===== src/verilog/txcfg_pkg.sv =====
// Shared constants for the transmitter configuration loader and its controller.
`default_nettype none
package txcfg_pkg;
   // Word layout.
   localparam int WORD_BITS       = 32;
   localparam int POS_CLK_ONLY    = 31;
   localparam int POS_BAND_HIGH   = 30;
   localparam int POS_CARRIER_ADJUST_WORD_LSB    = 15;
   localparam int CARRIER_ADJUST_WORD_BITS       = 15;
   localparam int POS_DEV_LSB     = 7;
   localparam int DEV_BITS        = 8;
   localparam int POS_DIV_SEL     = 6;
   localparam int POS_PWR_LSB     = 2;
   localparam int PWR_BITS        = 4;
   localparam int POS_ASK_SEL     = 1;
   localparam int POS_CLK_OUT_EN  = 0;
   // Bit count at which the word counts as partly programmed (MSB and MSB-1 in).
   localparam int PARTLY_BITS     = 2;
   // Lock delay in crystal cycles.
   localparam int LOCK_XTAL_CYCLES = 1280;
   // Reset-register hold time and serial clock limit.
   localparam int RESET_MIN_NS    = 10000;
   localparam int CLK_NS          = 4;
   localparam int RESET_MIN_CYC   = (RESET_MIN_NS + CLK_NS - 1) / CLK_NS;
   localparam int SCK_MIN_NS      = 500;
   localparam int SCK_HALF_CYC    = (SCK_MIN_NS / 2 + CLK_NS - 1) / CLK_NS;
   // Controller APB register offsets.
   localparam logic [7:0] OFF_CONFIG  = 8'h00;
   localparam logic [7:0] OFF_CONTROL = 8'h04;
   localparam logic [7:0] OFF_STATUS  = 8'h08;
   // Control command codes written to the control register.
   localparam logic [1:0] CMD_PROGRAM = 2'h1;
   localparam logic [1:0] CMD_OFF     = 2'h2;
   localparam logic [1:0] CMD_RESREG  = 2'h3;
   localparam logic [31:0] RESET_WORD = 32'h0000_0000;
endpackage
`default_nettype wire


===== src/verilog/txcfg_link_if.sv =====
// Three-wire link between the controller and the transmitter.
`timescale 1ns/100ps
`default_nettype none
interface txcfg_link_if;
   logic enable;         // Enable line, active high.
   logic sck;            // Serial clock.
   logic serial_in_modulation_line; // Data in during loading, modulation after.
   modport ctrl (output enable, output sck, output serial_in_modulation_line);
   modport dev  (input enable, input sck, input serial_in_modulation_line);
endinterface
`default_nettype wire


===== src/verilog/txcfg_device.sv =====
// Transmitter end: serial configuration loader and operating-mode state machine.
// Summary of operation
// - Controller shifts full 32-bit word each session.
// - Bit 31 selects clock-only operation.
// - Bit 30 selects the high oscillator band.
// - Bits 29..15 form carrier adjust word.
// - Bits 14..7 form deviation word.
// - Bit 6 picks divide-by-four, else eight.
// - Bits 5..2 form amplifier power step.
// - Bit 1 selects amplitude keying.
// - Bit 0 enables the output clock driver.
// - Word sent MSB first over three wires.
// - Data captured on serial clock rising edge.
// - Word commits on last falling serial edge.
// - Serial clock stays at or below 2MHz.
// - After load, data line is modulation; clock ignored.
// - Enable and data low enter off mode.
// - Data high, enable low 10us enters reset-register.
// - Reset-register keeps oscillator; amplifier, synthesizer off.
// - Leave reset-register: enable, then data later.
// - Controller returns everything low after transmission.
// - Lock after 1280 crystal cycles, then transmit.
// - Partly programmed after bit 30 falling edge.
// - Clock driver runs only with its enable bit.
`timescale 1ns/100ps
`default_nettype none
module txcfg_device
#(
   parameter int LOCK_CYCLES = txcfg_pkg::LOCK_XTAL_CYCLES
)
(
   // Clock and reset.
   input  wire logic        I_CLK,
   input  wire logic        I_RST_B,
   // Crystal timing inputs.
   input  wire logic        I_XTAL_TICK,       // One-cycle pulse per crystal cycle.
   input  wire logic        I_OSCILLATOR_READY,// Oscillator stable, level.
   // Link.
   txcfg_link_if.dev        link,
   // Decoded configuration.
   output logic [31:0]      O_CONFIG_WORD,
   output logic             O_CLK_ONLY,
   output logic             O_VCO_BAND_HIGH_SELECT,
   output logic [14:0]      O_CARRIER_ADJUST_WORD,
   output logic [7:0]       O_SHIFT_DEVIATION_WORD,
   output logic             O_OUT_DIVIDER_SELECT,
   output logic [3:0]       O_AMP_POWER_STEP,
   output logic             O_AMPLITUDE_KEYING_SELECT,
   // Block enables and operating mode.
   output logic             O_CRYSTAL_OSCILLATOR_ON,
   output logic             O_SYNTH_ON,
   output logic             O_AMP_ON,
   output logic             O_OUTPUT_CLOCK_DRIVER_ON,
   output logic [8:0]       O_MODE
);
   // Operating modes, one-hot.
   typedef enum logic [8:0]
   {
      ST_OFF      = 9'b0_0000_0001,
      ST_START1   = 9'b0_0000_0010,
      ST_START2   = 9'b0_0000_0100,
      ST_AMP_OFF  = 9'b0_0000_1000,   // transmit_amp_off_state.
      ST_AMP_ON   = 9'b0_0001_0000,   // transmit_amp_on_state.
      ST_CLKONLY  = 9'b0_0010_0000,
      ST_RESREG   = 9'b0_0100_0000,
      ST_CONF1    = 9'b0_1000_0000,
      ST_CONF2    = 9'b1_0000_0000
   } txcfg_mode_t;

   // Synchronisers for the three link pins.
   logic [2:0] sync1;                 // First stages, read only by sync2.
   logic [2:0] sync2;                 // Usable pin levels.
   logic [1:0] sck_hist;              // Serial clock history for edges.
   logic       en_d;                  // Delayed enable for its rising edge.
   logic [31:0] shift_reg;            // Bits shifted in so far.
   logic [5:0]  bit_cnt;              // Rising edges taken this session.
   logic        committed;            // Full word has been committed.
   logic        partly;               // MSB-1 falling edge seen.
   logic [31:0] cfg;                  // Active configuration.
   logic [11:0] lock_cnt;             // Crystal cycles since commit.
   logic        locked;               // Synthesizer treated as locked.
   txcfg_mode_t mode;
   txcfg_mode_t next_mode;

   wire en_s      = sync2[2];
   wire sck_s     = sync2[1];
   wire din_s     = sync2[0];
   wire sck_rise  = (sck_hist == 2'b01);
   wire sck_fall  = (sck_hist == 2'b10);
   wire en_rise   = en_s & ~en_d;
   wire loading   = en_s & ~committed;
   wire full      = (bit_cnt == 6'(txcfg_pkg::WORD_BITS));
   wire last_fall = loading & full & sck_fall;
   wire part_fall = loading & sck_fall & (bit_cnt == 6'(txcfg_pkg::PARTLY_BITS));
   wire keyed_on  = ~cfg[txcfg_pkg::POS_ASK_SEL] | din_s;

   // Two-flop synchronisers on the pins.
   always_ff @(posedge I_CLK or negedge I_RST_B)
   begin
      if (!I_RST_B)
      begin
         sync1 <= 3'h0;
         sync2 <= 3'h0;
      end
      else
      begin
         sync1 <= {link.enable, link.sck, link.serial_in_modulation_line};
         sync2 <= sync1;
      end
   end

   // Edge history of the synchronised serial clock and enable.
   always_ff @(posedge I_CLK or negedge I_RST_B)
   begin
      if (!I_RST_B)
      begin
         sck_hist <= 2'h0;
         en_d     <= 1'b0;
      end
      else
      begin
         sck_hist <= {sck_hist[0], sck_s};
         en_d     <= en_s;
      end
   end

   // Serial loader: shift on rising edges, MSB first, commit on last falling edge.
   always_ff @(posedge I_CLK or negedge I_RST_B)
   begin
      if (!I_RST_B)
      begin
         shift_reg <= txcfg_pkg::RESET_WORD;
         bit_cnt   <= 6'h0;
         committed <= 1'b0;
         partly    <= 1'b0;
         cfg       <= txcfg_pkg::RESET_WORD;
      end
      else if (!en_s || en_rise)
      begin
         bit_cnt   <= 6'h0;
         committed <= 1'b0;
         partly    <= 1'b0;
      end
      else
      begin
         if (loading && sck_rise && !full)
         begin
            shift_reg <= {shift_reg[30:0], din_s};
            bit_cnt   <= bit_cnt + 6'h1;
         end
         if (part_fall)
         begin
            partly <= 1'b1;
         end
         if (last_fall)
         begin
            cfg       <= shift_reg;
            committed <= 1'b1;
         end
      end
   end

   // Lock counter in crystal cycles, started by commit with oscillator ready.
   always_ff @(posedge I_CLK or negedge I_RST_B)
   begin
      if (!I_RST_B)
      begin
         lock_cnt <= 12'h0;
         locked   <= 1'b0;
      end
      else if (!committed)
      begin
         lock_cnt <= 12'h0;
         locked   <= 1'b0;
      end
      else if (I_OSCILLATOR_READY && I_XTAL_TICK && !locked)
      begin
         if (lock_cnt == 12'(LOCK_CYCLES - 1))
         begin
            locked <= 1'b1;
         end
         lock_cnt <= lock_cnt + 12'h1;
      end
   end

   // Mode transitions.
   always_comb
   begin
      next_mode = mode;
      unique case (mode)
         ST_OFF:
            if (en_s) next_mode = ST_START1;
         ST_START1, ST_CONF1:
            if (!en_s) next_mode = din_s ? ST_RESREG : ST_OFF;
            else if (committed && cfg[txcfg_pkg::POS_CLK_ONLY]) next_mode = ST_CLKONLY;
            else if (partly && !shift_reg[1]) next_mode = (mode == ST_START1) ? ST_START2 : ST_CONF2;
         ST_START2, ST_CONF2:
            if (!en_s) next_mode = din_s ? ST_RESREG : ST_OFF;
            else if (committed && cfg[txcfg_pkg::POS_CLK_ONLY]) next_mode = ST_CLKONLY;
            else if (locked) next_mode = keyed_on ? ST_AMP_ON : ST_AMP_OFF;
         ST_AMP_OFF, ST_AMP_ON:
            if (!en_s) next_mode = din_s ? ST_RESREG : ST_OFF;
            else next_mode = keyed_on ? ST_AMP_ON : ST_AMP_OFF;
         ST_CLKONLY:
            if (!en_s) next_mode = din_s ? ST_RESREG : ST_OFF;
         ST_RESREG:
            if (en_s) next_mode = ST_CONF1;
            else if (!din_s) next_mode = ST_OFF;
         default:
            next_mode = ST_OFF;
      endcase
   end

   // Mode register.
   always_ff @(posedge I_CLK or negedge I_RST_B)
   begin
      if (!I_RST_B)
         mode <= ST_OFF;
      else
         mode <= next_mode;
   end

   // Block enables, all registered; decoded fields are wired straight from cfg below.
   always_ff @(posedge I_CLK or negedge I_RST_B)
   begin
      if (!I_RST_B)
      begin
         O_CRYSTAL_OSCILLATOR_ON  <= 1'b0;
         O_SYNTH_ON               <= 1'b0;
         O_AMP_ON                 <= 1'b0;
         O_OUTPUT_CLOCK_DRIVER_ON <= 1'b0;
      end
      else
      begin
         O_CRYSTAL_OSCILLATOR_ON  <= (next_mode != ST_OFF);
         O_SYNTH_ON               <= (next_mode == ST_START2) || (next_mode == ST_CONF2) ||
                                     (next_mode == ST_AMP_OFF) || (next_mode == ST_AMP_ON);
         O_AMP_ON                 <= (next_mode == ST_AMP_ON);
         O_OUTPUT_CLOCK_DRIVER_ON <= cfg[txcfg_pkg::POS_CLK_OUT_EN] &&
                                     (next_mode != ST_OFF) && (next_mode != ST_START1) &&
                                     (next_mode != ST_START2);
      end
   end

   assign O_CONFIG_WORD             = cfg;
   assign O_CLK_ONLY                = cfg[txcfg_pkg::POS_CLK_ONLY];
   assign O_VCO_BAND_HIGH_SELECT    = cfg[txcfg_pkg::POS_BAND_HIGH];
   assign O_CARRIER_ADJUST_WORD     = cfg[txcfg_pkg::POS_CARRIER_ADJUST_WORD_LSB +: txcfg_pkg::CARRIER_ADJUST_WORD_BITS];
   assign O_SHIFT_DEVIATION_WORD    = cfg[txcfg_pkg::POS_DEV_LSB +: txcfg_pkg::DEV_BITS];
   assign O_OUT_DIVIDER_SELECT      = cfg[txcfg_pkg::POS_DIV_SEL];
   assign O_AMP_POWER_STEP          = cfg[txcfg_pkg::POS_PWR_LSB +: txcfg_pkg::PWR_BITS];
   assign O_AMPLITUDE_KEYING_SELECT = cfg[txcfg_pkg::POS_ASK_SEL];
   assign O_MODE                    = mode;
endmodule
`default_nettype wire


===== src/flat_wrapper.sv =====
// flat-port wrapper written by rule: the top's interface ports become plain ports
module txcfg_device_flat 
#(
   parameter int LOCK_CYCLES = txcfg_pkg::LOCK_XTAL_CYCLES
)
  (I_CLK, I_RST_B, I_XTAL_TICK, I_OSCILLATOR_READY, O_CONFIG_WORD, O_CLK_ONLY, O_VCO_BAND_HIGH_SELECT, O_CARRIER_ADJUST_WORD, O_SHIFT_DEVIATION_WORD, O_OUT_DIVIDER_SELECT, O_AMP_POWER_STEP, O_AMPLITUDE_KEYING_SELECT, O_CRYSTAL_OSCILLATOR_ON, O_SYNTH_ON, O_AMP_ON, O_OUTPUT_CLOCK_DRIVER_ON, O_MODE, link_enable, link_sck, link_serial_in_modulation_line);
  txcfg_link_if link_i ();
  input  wire logic I_CLK;
  input  wire logic I_RST_B;
  input  wire logic I_XTAL_TICK;
  input  wire logic I_OSCILLATOR_READY;
  output logic [31:0] O_CONFIG_WORD;
  output logic O_CLK_ONLY;
  output logic O_VCO_BAND_HIGH_SELECT;
  output logic [14:0] O_CARRIER_ADJUST_WORD;
  output logic [7:0] O_SHIFT_DEVIATION_WORD;
  output logic O_OUT_DIVIDER_SELECT;
  output logic [3:0] O_AMP_POWER_STEP;
  output logic O_AMPLITUDE_KEYING_SELECT;
  output logic O_CRYSTAL_OSCILLATOR_ON;
  output logic O_SYNTH_ON;
  output logic O_AMP_ON;
  output logic O_OUTPUT_CLOCK_DRIVER_ON;
  output logic [8:0] O_MODE;
  input wire logic [$bits(link_i.enable)-1:0] link_enable;
  input wire logic [$bits(link_i.sck)-1:0] link_sck;
  input wire logic [$bits(link_i.serial_in_modulation_line)-1:0] link_serial_in_modulation_line;
  assign link_i.enable = link_enable;
  assign link_i.sck = link_sck;
  assign link_i.serial_in_modulation_line = link_serial_in_modulation_line;
  txcfg_device #(.LOCK_CYCLES(LOCK_CYCLES)) u_core (.I_CLK(I_CLK), .I_RST_B(I_RST_B), .I_XTAL_TICK(I_XTAL_TICK), .I_OSCILLATOR_READY(I_OSCILLATOR_READY), .link(link_i), .O_CONFIG_WORD(O_CONFIG_WORD), .O_CLK_ONLY(O_CLK_ONLY), .O_VCO_BAND_HIGH_SELECT(O_VCO_BAND_HIGH_SELECT), .O_CARRIER_ADJUST_WORD(O_CARRIER_ADJUST_WORD), .O_SHIFT_DEVIATION_WORD(O_SHIFT_DEVIATION_WORD), .O_OUT_DIVIDER_SELECT(O_OUT_DIVIDER_SELECT), .O_AMP_POWER_STEP(O_AMP_POWER_STEP), .O_AMPLITUDE_KEYING_SELECT(O_AMPLITUDE_KEYING_SELECT), .O_CRYSTAL_OSCILLATOR_ON(O_CRYSTAL_OSCILLATOR_ON), .O_SYNTH_ON(O_SYNTH_ON), .O_AMP_ON(O_AMP_ON), .O_OUTPUT_CLOCK_DRIVER_ON(O_OUTPUT_CLOCK_DRIVER_ON), .O_MODE(O_MODE));
endmodule

===== config.mk =====
export PLATFORM = sky130hd
export DESIGN_NAME = txcfg_device_flat
export DESIGN_NICKNAME = d
export VERILOG_FILES = /design/src/verilog/txcfg_pkg.sv /design/src/verilog/txcfg_link_if.sv /design/src/verilog/txcfg_device.sv /design/src/flat_wrapper.sv
export SDC_FILE = /design/constraint.sdc
export NUM_CORES = 1
export LEC_CHECK = 0
export BUFFER_PORTS_ARGS = -buffer_cell sky130_fd_sc_hd__buf_2
export CAP_MARGIN = 20
export CORE_ASPECT_RATIO = 0.9
export CORE_MARGIN = 2
export CORE_UTILIZATION = 35
export CTS_BUF_LIST = sky130_fd_sc_hd__clkbuf_4
export CTS_CLUSTER_SIZE = 25
export DETAILED_ROUTE_END_ITERATION = 8
export PLACE_DENSITY = 0.52
export SYNTH_ARGS = -nofsm -noshare
export SYNTH_HDL_FRONTEND = slang
export SYNTH_SLANG_ARGS = --single-unit

===== constraint.sdc =====
create_clock -name I_CLK -period 2.33 [get_ports I_CLK]
set_input_delay 0.466 -clock I_CLK [delete_from_list [all_inputs] [get_ports I_CLK]]
set_output_delay 0.466 -clock I_CLK [all_outputs]
set_load 0.05 [all_outputs]

==> results.toml, run 1 <==
[cells_and_area]
n_fill_cell = 1279
areaGrowthSynthToFinish_pct = 11.62
layout_commonest_cell = "dfrtp_1"
final_cell_mix = "dfrtp_1, buf_2, mux2_2"
nNetsFinal = 442
drive_above_1_share_pct = 41.51
utilization_pct = 40.03
num_antenna_cells = 0

[clock_tree]
tritoncts = "built"
cts.sinks = 107
htreeDepth = 3
cts_buffer_depth = 2
cts_setup_buffers = 0
worstSkewPairLatency_ns = 0.47
cts_root_buf = "clkbuf_4"
cts-buffers-inserted = 9
clk_pin_slew_ns = 0.16

[sta]
min_period_ns = 2.038
worstMarginPinSlew_ns = 0.5294
min_period_over_period_pct = 87.46
fin_hold_ws_ns = 0.09300
rsz0062_at_grt = "false"
hold_viol = 0
slew_violations = 0
setup_viol = 0
setup_tns_ns = 0
slew_headroom_pct = 64.34
max_freq_mhz = 490.7
skew_ns = 0.01720

[power]
clkPwrFrac_pct = 33.3
p_leak_uw = 0.002774
p_sw_share_pct = 26.07
pwr-share-seq_pct = 56.5
power_frac_comb_pct = 10.2
ir_drop_mv = 0.2502
p_int_uw = 2561
p_switching_uw = 903.1
powerDensity_nw_per_um2 = 647.6

[yosys]
syn-mean-instance-area_um2 = 12.95
ys_dominant_reg_cell = "dfrtp_1"
synth_top_area_cell = "dfrtp_1"
ys_seq_area_share_pct = 55.90
ys_seq_elements = 107
ys_warn_count = 0
async_flop_share_pct = 100.0
yosys.area.top_type_share_pct = 55.35
synth_cells = 370
synth.distinct_cells = 50
syn_nets = 381
synth_edf_count = 0
syn_area_um2 = 4792
synthTopCellsByArea = "dfrtp_1, mux2_2, buf_4"

[grt]
antenna_found_initial = 0
grt_pass1_vias = 2754
grt_use_total_pct = 12.66
grt_overflow_total = 0
grt_max_degree = 53
grt_pass1_wl_mm = 14.38

[critical_path]
crit_type = "flip-flop to flip-flop"
cp.required_ns = 2.69
path_cells = "inv_1 -> ha_1 -> a31oi_4 -> nand3_4 -> mux2_1"
worst-path-max-fanout = 33
slowest_delay_ns = 0.45
crit_path_end_kind = "flip-flop"
critPathSlowestCell = "mux2_1"
crit_path_start_kind = "flip-flop"
arrival_ns = 2.40

[placed_design]
io_buffers = 82
finalWeightedCongestion = 0.8301
dp_hpwl_mm = 6.163

[run]
maxCapViolations = 0

[detailed_routing]
ant_nets = 0
wirelength_mm = 8.912
post_drt_wl_per_cell_um = 14.75
drc = 0
dr.pass1.iters = 6
drt_first_iter_violations = 140
routed_via_density = 4.841
vias = 2924

[die]
die_x_um = 127.3
dieArea_um2 = 14640
initial_utilization_pct = 35.86
die-height_um = 115.0
rows = 40
core_area_um2 = 13360
ios = 83

[run_status]
status = "complete, no violations"

[worst_hold_path]
hold_class = "input port to flip-flop"
cells by family after synthesis:
logic type | count (synthesis) | share of synthesized area [%]
adder cells (fa/ha/maj) | 4 | 1.044
flip-flops | 107 | 55.90
AO/OA/AOI/OAI | 30 | 4.569
XOR/XNOR | 21 | 3.838
AND/OR/NAND/NOR | 94 | 12.14
multiplexers | 63 | 14.80
buffers and inverters | 51 | 7.702
final cells by class:
class / count / area [µm²] / share of cell area (%)
flip-flops and latches: 107 / 2679 / 50.08
well taps: 168 / 210.2 / 3.930
inverters: 10 / 37.54 / 0.7018
clock buffers: 9 / 67.56 / 1.263
repair buffers: 91 / 495.5 / 9.263
multi-input cells: 212 / 1744 / 32.61
clock inverters: 7 / 115.1 / 2.152
stage by stage:
step / cell area [µm²] / worst slack [ns] / power (µW) / cells
floorplan: 4792 / 0.3971 / 2229 / 370
global placement: 5156 / 0.3340 / 2347 / 587
detailed placement: 5156 / 0.3013 / 2349 / 587
CTS: 5349 / 0.2627 / 3517 / 604
global route: 5349 / 0.1267 / 3643 / 604
finish: 5349 / 0.2921 / 3464 / 604
repair_timing:
action / 4_1_cts / 5_1_grt
gates resized for setup: 0 / 0
hold buffers: 1 / 0
hold endpoints to repair: 25 / 0
worst max-delay path, delay by kind of cell (launching register included):
family,cells,cell delay (ns)
multiplexers,1,0.45
flip-flops,1,0.44
AND/OR/NAND/NOR,1,0.42
AO/OA/AOI/OAI,1,0.28
adder cells (fa/ha/maj),1,0.25
buffers and inverters,1,0.09
synth_stat cells, drive strengths merged, types with 2 or more instances:
cell,instances
nor2b,4
a31o,2
nand4,10
dfrtp,106
and3,2
a21oi,6
a31oi,2
mux2,63
buf,40
xnor2,11
and4,3
o21ai,5
xor2,10
and2,11
nand3,7
nor2,18
nor4,3
o21a,3
ha,4
inv,10
nand2b,2
nand2,18
o211ai,2
nor3,9
a21boi,2
nand4bb,2
final timing paths:
| check | from | to | slack [ns] | cells past startpoint |
|---|---|---|---|---|
| min | link_serial_in_modulation_line | u_core.sync1[0] | 0.09 | 1 |
| max reg2reg | u_core.bit_cnt[0] | u_core.shift_reg[31] | 0.29 | 5 |
| max | u_core.bit_cnt[0] | u_core.shift_reg[31] | 0.29 | 5 |
| min reg2reg | u_core.sync1[1] | u_core.sync2[1] | 0.37 | 0 |
| max in group asynchronous | I_RST_B | u_core.O_MODE[0] | 1.23 | 3 |
| min in group asynchronous | I_RST_B | u_core.O_MODE[5] | 0.45 | 2 |
power groups by stage:
stage                     combinational [µW]  sequential, µW  clock [µW]
final                                    354            1960        1150
after global routing                     389            1970        1290
after CTS                                358            1960        1200
after detailed placement                 356            1990           0
after global placement                   354            1990           0
after floorplan                          164            2060           0
routing by layer:
metal / part of all wire, % / global-route usage (%) / vias to the layer above / wire (µm)
li1: - / - / 1375 / -
met1: 49 / 17.66 / 1472 / 4373
met2: 45 / 18.43 / 72 / 3994
met3: 5.0 / 4.933 / 5 / 449
met4: 1.1 / 3.516 / 0 / 95
met5: 0 / 0 / - / 0
Note: power is estimated with default switching activity, not from simulation.
==> inputs of run 2 (changes only) <==
==> constraint.sdc (replaced) <==
create_clock -name I_CLK -period 2.33 [get_ports I_CLK]
set_input_delay 0 -clock I_CLK [delete_from_list [all_inputs] [get_ports I_CLK]]
set_output_delay 0 -clock I_CLK [all_outputs]
set_load 0.05 [all_outputs]
==> run 2 against run 1 <==
Global-route usage increased by 0.55 points. Power shrank 5.0%. Cell area increased by 0.44%. Sequential share of layout area fell by 0.22 points. Non-clock buffer count up 6. Clock power down 15%.
==> results.toml, run 2 (synthesized netlist as in run 1, its figures left out) <==
[cells_and_area]
final_cell_mix = "dfrtp_1, buf_2, mux2_2"
num_antenna_cells = 0
utilization_pct = 40.21
drive_above_1_share_pct = 40.72
areaGrowthSynthToFinish_pct = 12.11
n_fill_cell = 1285
nNetsFinal = 448
layout_commonest_cell = "dfrtp_1"

[detailed_routing]
post_drt_wl_per_cell_um = 14.81
drc = 0
routed_via_density = 4.807
drt_first_iter_violations = 148
wirelength_mm = 9.033
dr.pass1.iters = 4
ant_nets = 0
vias = 2932

[critical_path]
cp.required_ns = 2.70
worst-path-max-fanout = 33
startpoint = "u_core.bit_cnt[0]"
crit_path_end_kind = "flip-flop"
critPathSlowestCell = "mux2_1"
crit_type = "flip-flop to flip-flop"
path_cells = "inv_1 -> ha_1 -> a31oi_4 -> nand3_4 -> mux2_1"
arrival_ns = 2.41
critPathBufInv = 1
slowest_delay_ns = 0.46
crit_path_start_kind = "flip-flop"
path_delay_family = "multiplexers"
r2r-start = "u_core.bit_cnt[0]"

[sta]
setup_tns_ns = 0
rsz0062_at_grt = "false"
setup_viol = 0
slew_violations = 0
skew_ns = 0.008971
min_period_over_period_pct = 87.50
worstMarginPinSlew_ns = 0.5543
slew_headroom_pct = 62.65
max_freq_mhz = 490.5
hold_viol = 0
min_period_ns = 2.039

[grt]
antenna_found_initial = 0
grt_overflow_total = 0
grt_use_total_pct = 13.20
grt_max_degree = 51
grt_pass1_vias = 2908
grt_pass1_wl_mm = 15.26

[power]
power_uw = 3291
powerDensity_nw_per_um2 = 612.5
ir_drop_mv = 0.2200
p_leak_uw = 0.002786

[clock_tree]
cts_setup_buffers = 0
cts.sinks = 107
htreeDepth = 3
ctsResizeCount = 0
tritoncts = "built"
cts_root_buf = "clkbuf_4"
cts_buffer_depth = 2
worstSkewPairLatency_ns = 0.47
postCtsHoldBufs = 8
cts-buffers-inserted = 9
clk_pin_slew_ns = 0.16

[die]
rows = 40
ios = 83
core_area_um2 = 13360
die-height_um = 115.0
initial_utilization_pct = 35.86
die_x_um = 127.3
dieArea_um2 = 14640

[worst_hold_path]
hold_class = "input port to asynchronous set/reset pin"

[placed_design]
dp_hpwl_mm = 6.185
io_buffers = 82
finalWeightedCongestion = 0.8576

[run]
maxCapViolations = 0

[run_status]
status = "complete, no violations"
[run 2: per-layer routing]
layer | wire length, µm | vias up | global-route usage, %
li1 | - | 1389 | -
met1 | 4441 | 1478 | 18.60
met2 | 4107 | 58 | 19.68
met3 | 393 | 7 | 4.514
met4 | 91 | 0 | 3.297
met5 | 0 | - | 0
[run 2: area by class of cell]
type,instances,area (µm²),area share [%]
clock inverter,7,76.32,1.421
inverter,10,37.54,0.6986
timing repair buffer,97,558.0,10.39
clock buffer,9,67.56,1.258
multi-input combinational,212,1744,32.46
tap,168,210.2,3.912
sequential,107,2679,49.86
[run 2: path summary, 6_finish.rpt]
path	to	slack [ns]	depth (start not counted)
min	u_core.locked	0.008	2
max reg2reg	u_core.shift_reg[4]	0.29	5
min in group I_CLK	u_core.sync1[1]	0.16	2
max in group asynchronous	u_core.shift_reg[5]	1.62	3
max	u_core.shift_reg[4]	0.29	5
min reg2reg	u_core.sync2[2]	0.37	0
[run 2: report_power, final]
group	switching [µW]	leakage [µW]	total [µW]	internal, µW
logic	243	0.00124	360	117
registers	48.0	0.00147	1960	1910
clock network	637	0.0000798	975	338
[run 2: through the flow]
stage	hold slack (ns)	cells	setup WS, ns	area (µm²)
2_1_floorplan	-0.2956	370	0.3971	4792
3_3_place_gp	-0.01077	586	0.3674	5149
3_5_place_dp	0.0009715	586	0.2894	5149
4_1_cts	0.001908	610	0.2555	5373
5_1_grt	0.006934	610	0.1466	5373
6_report	0.008437	610	0.2913	5373
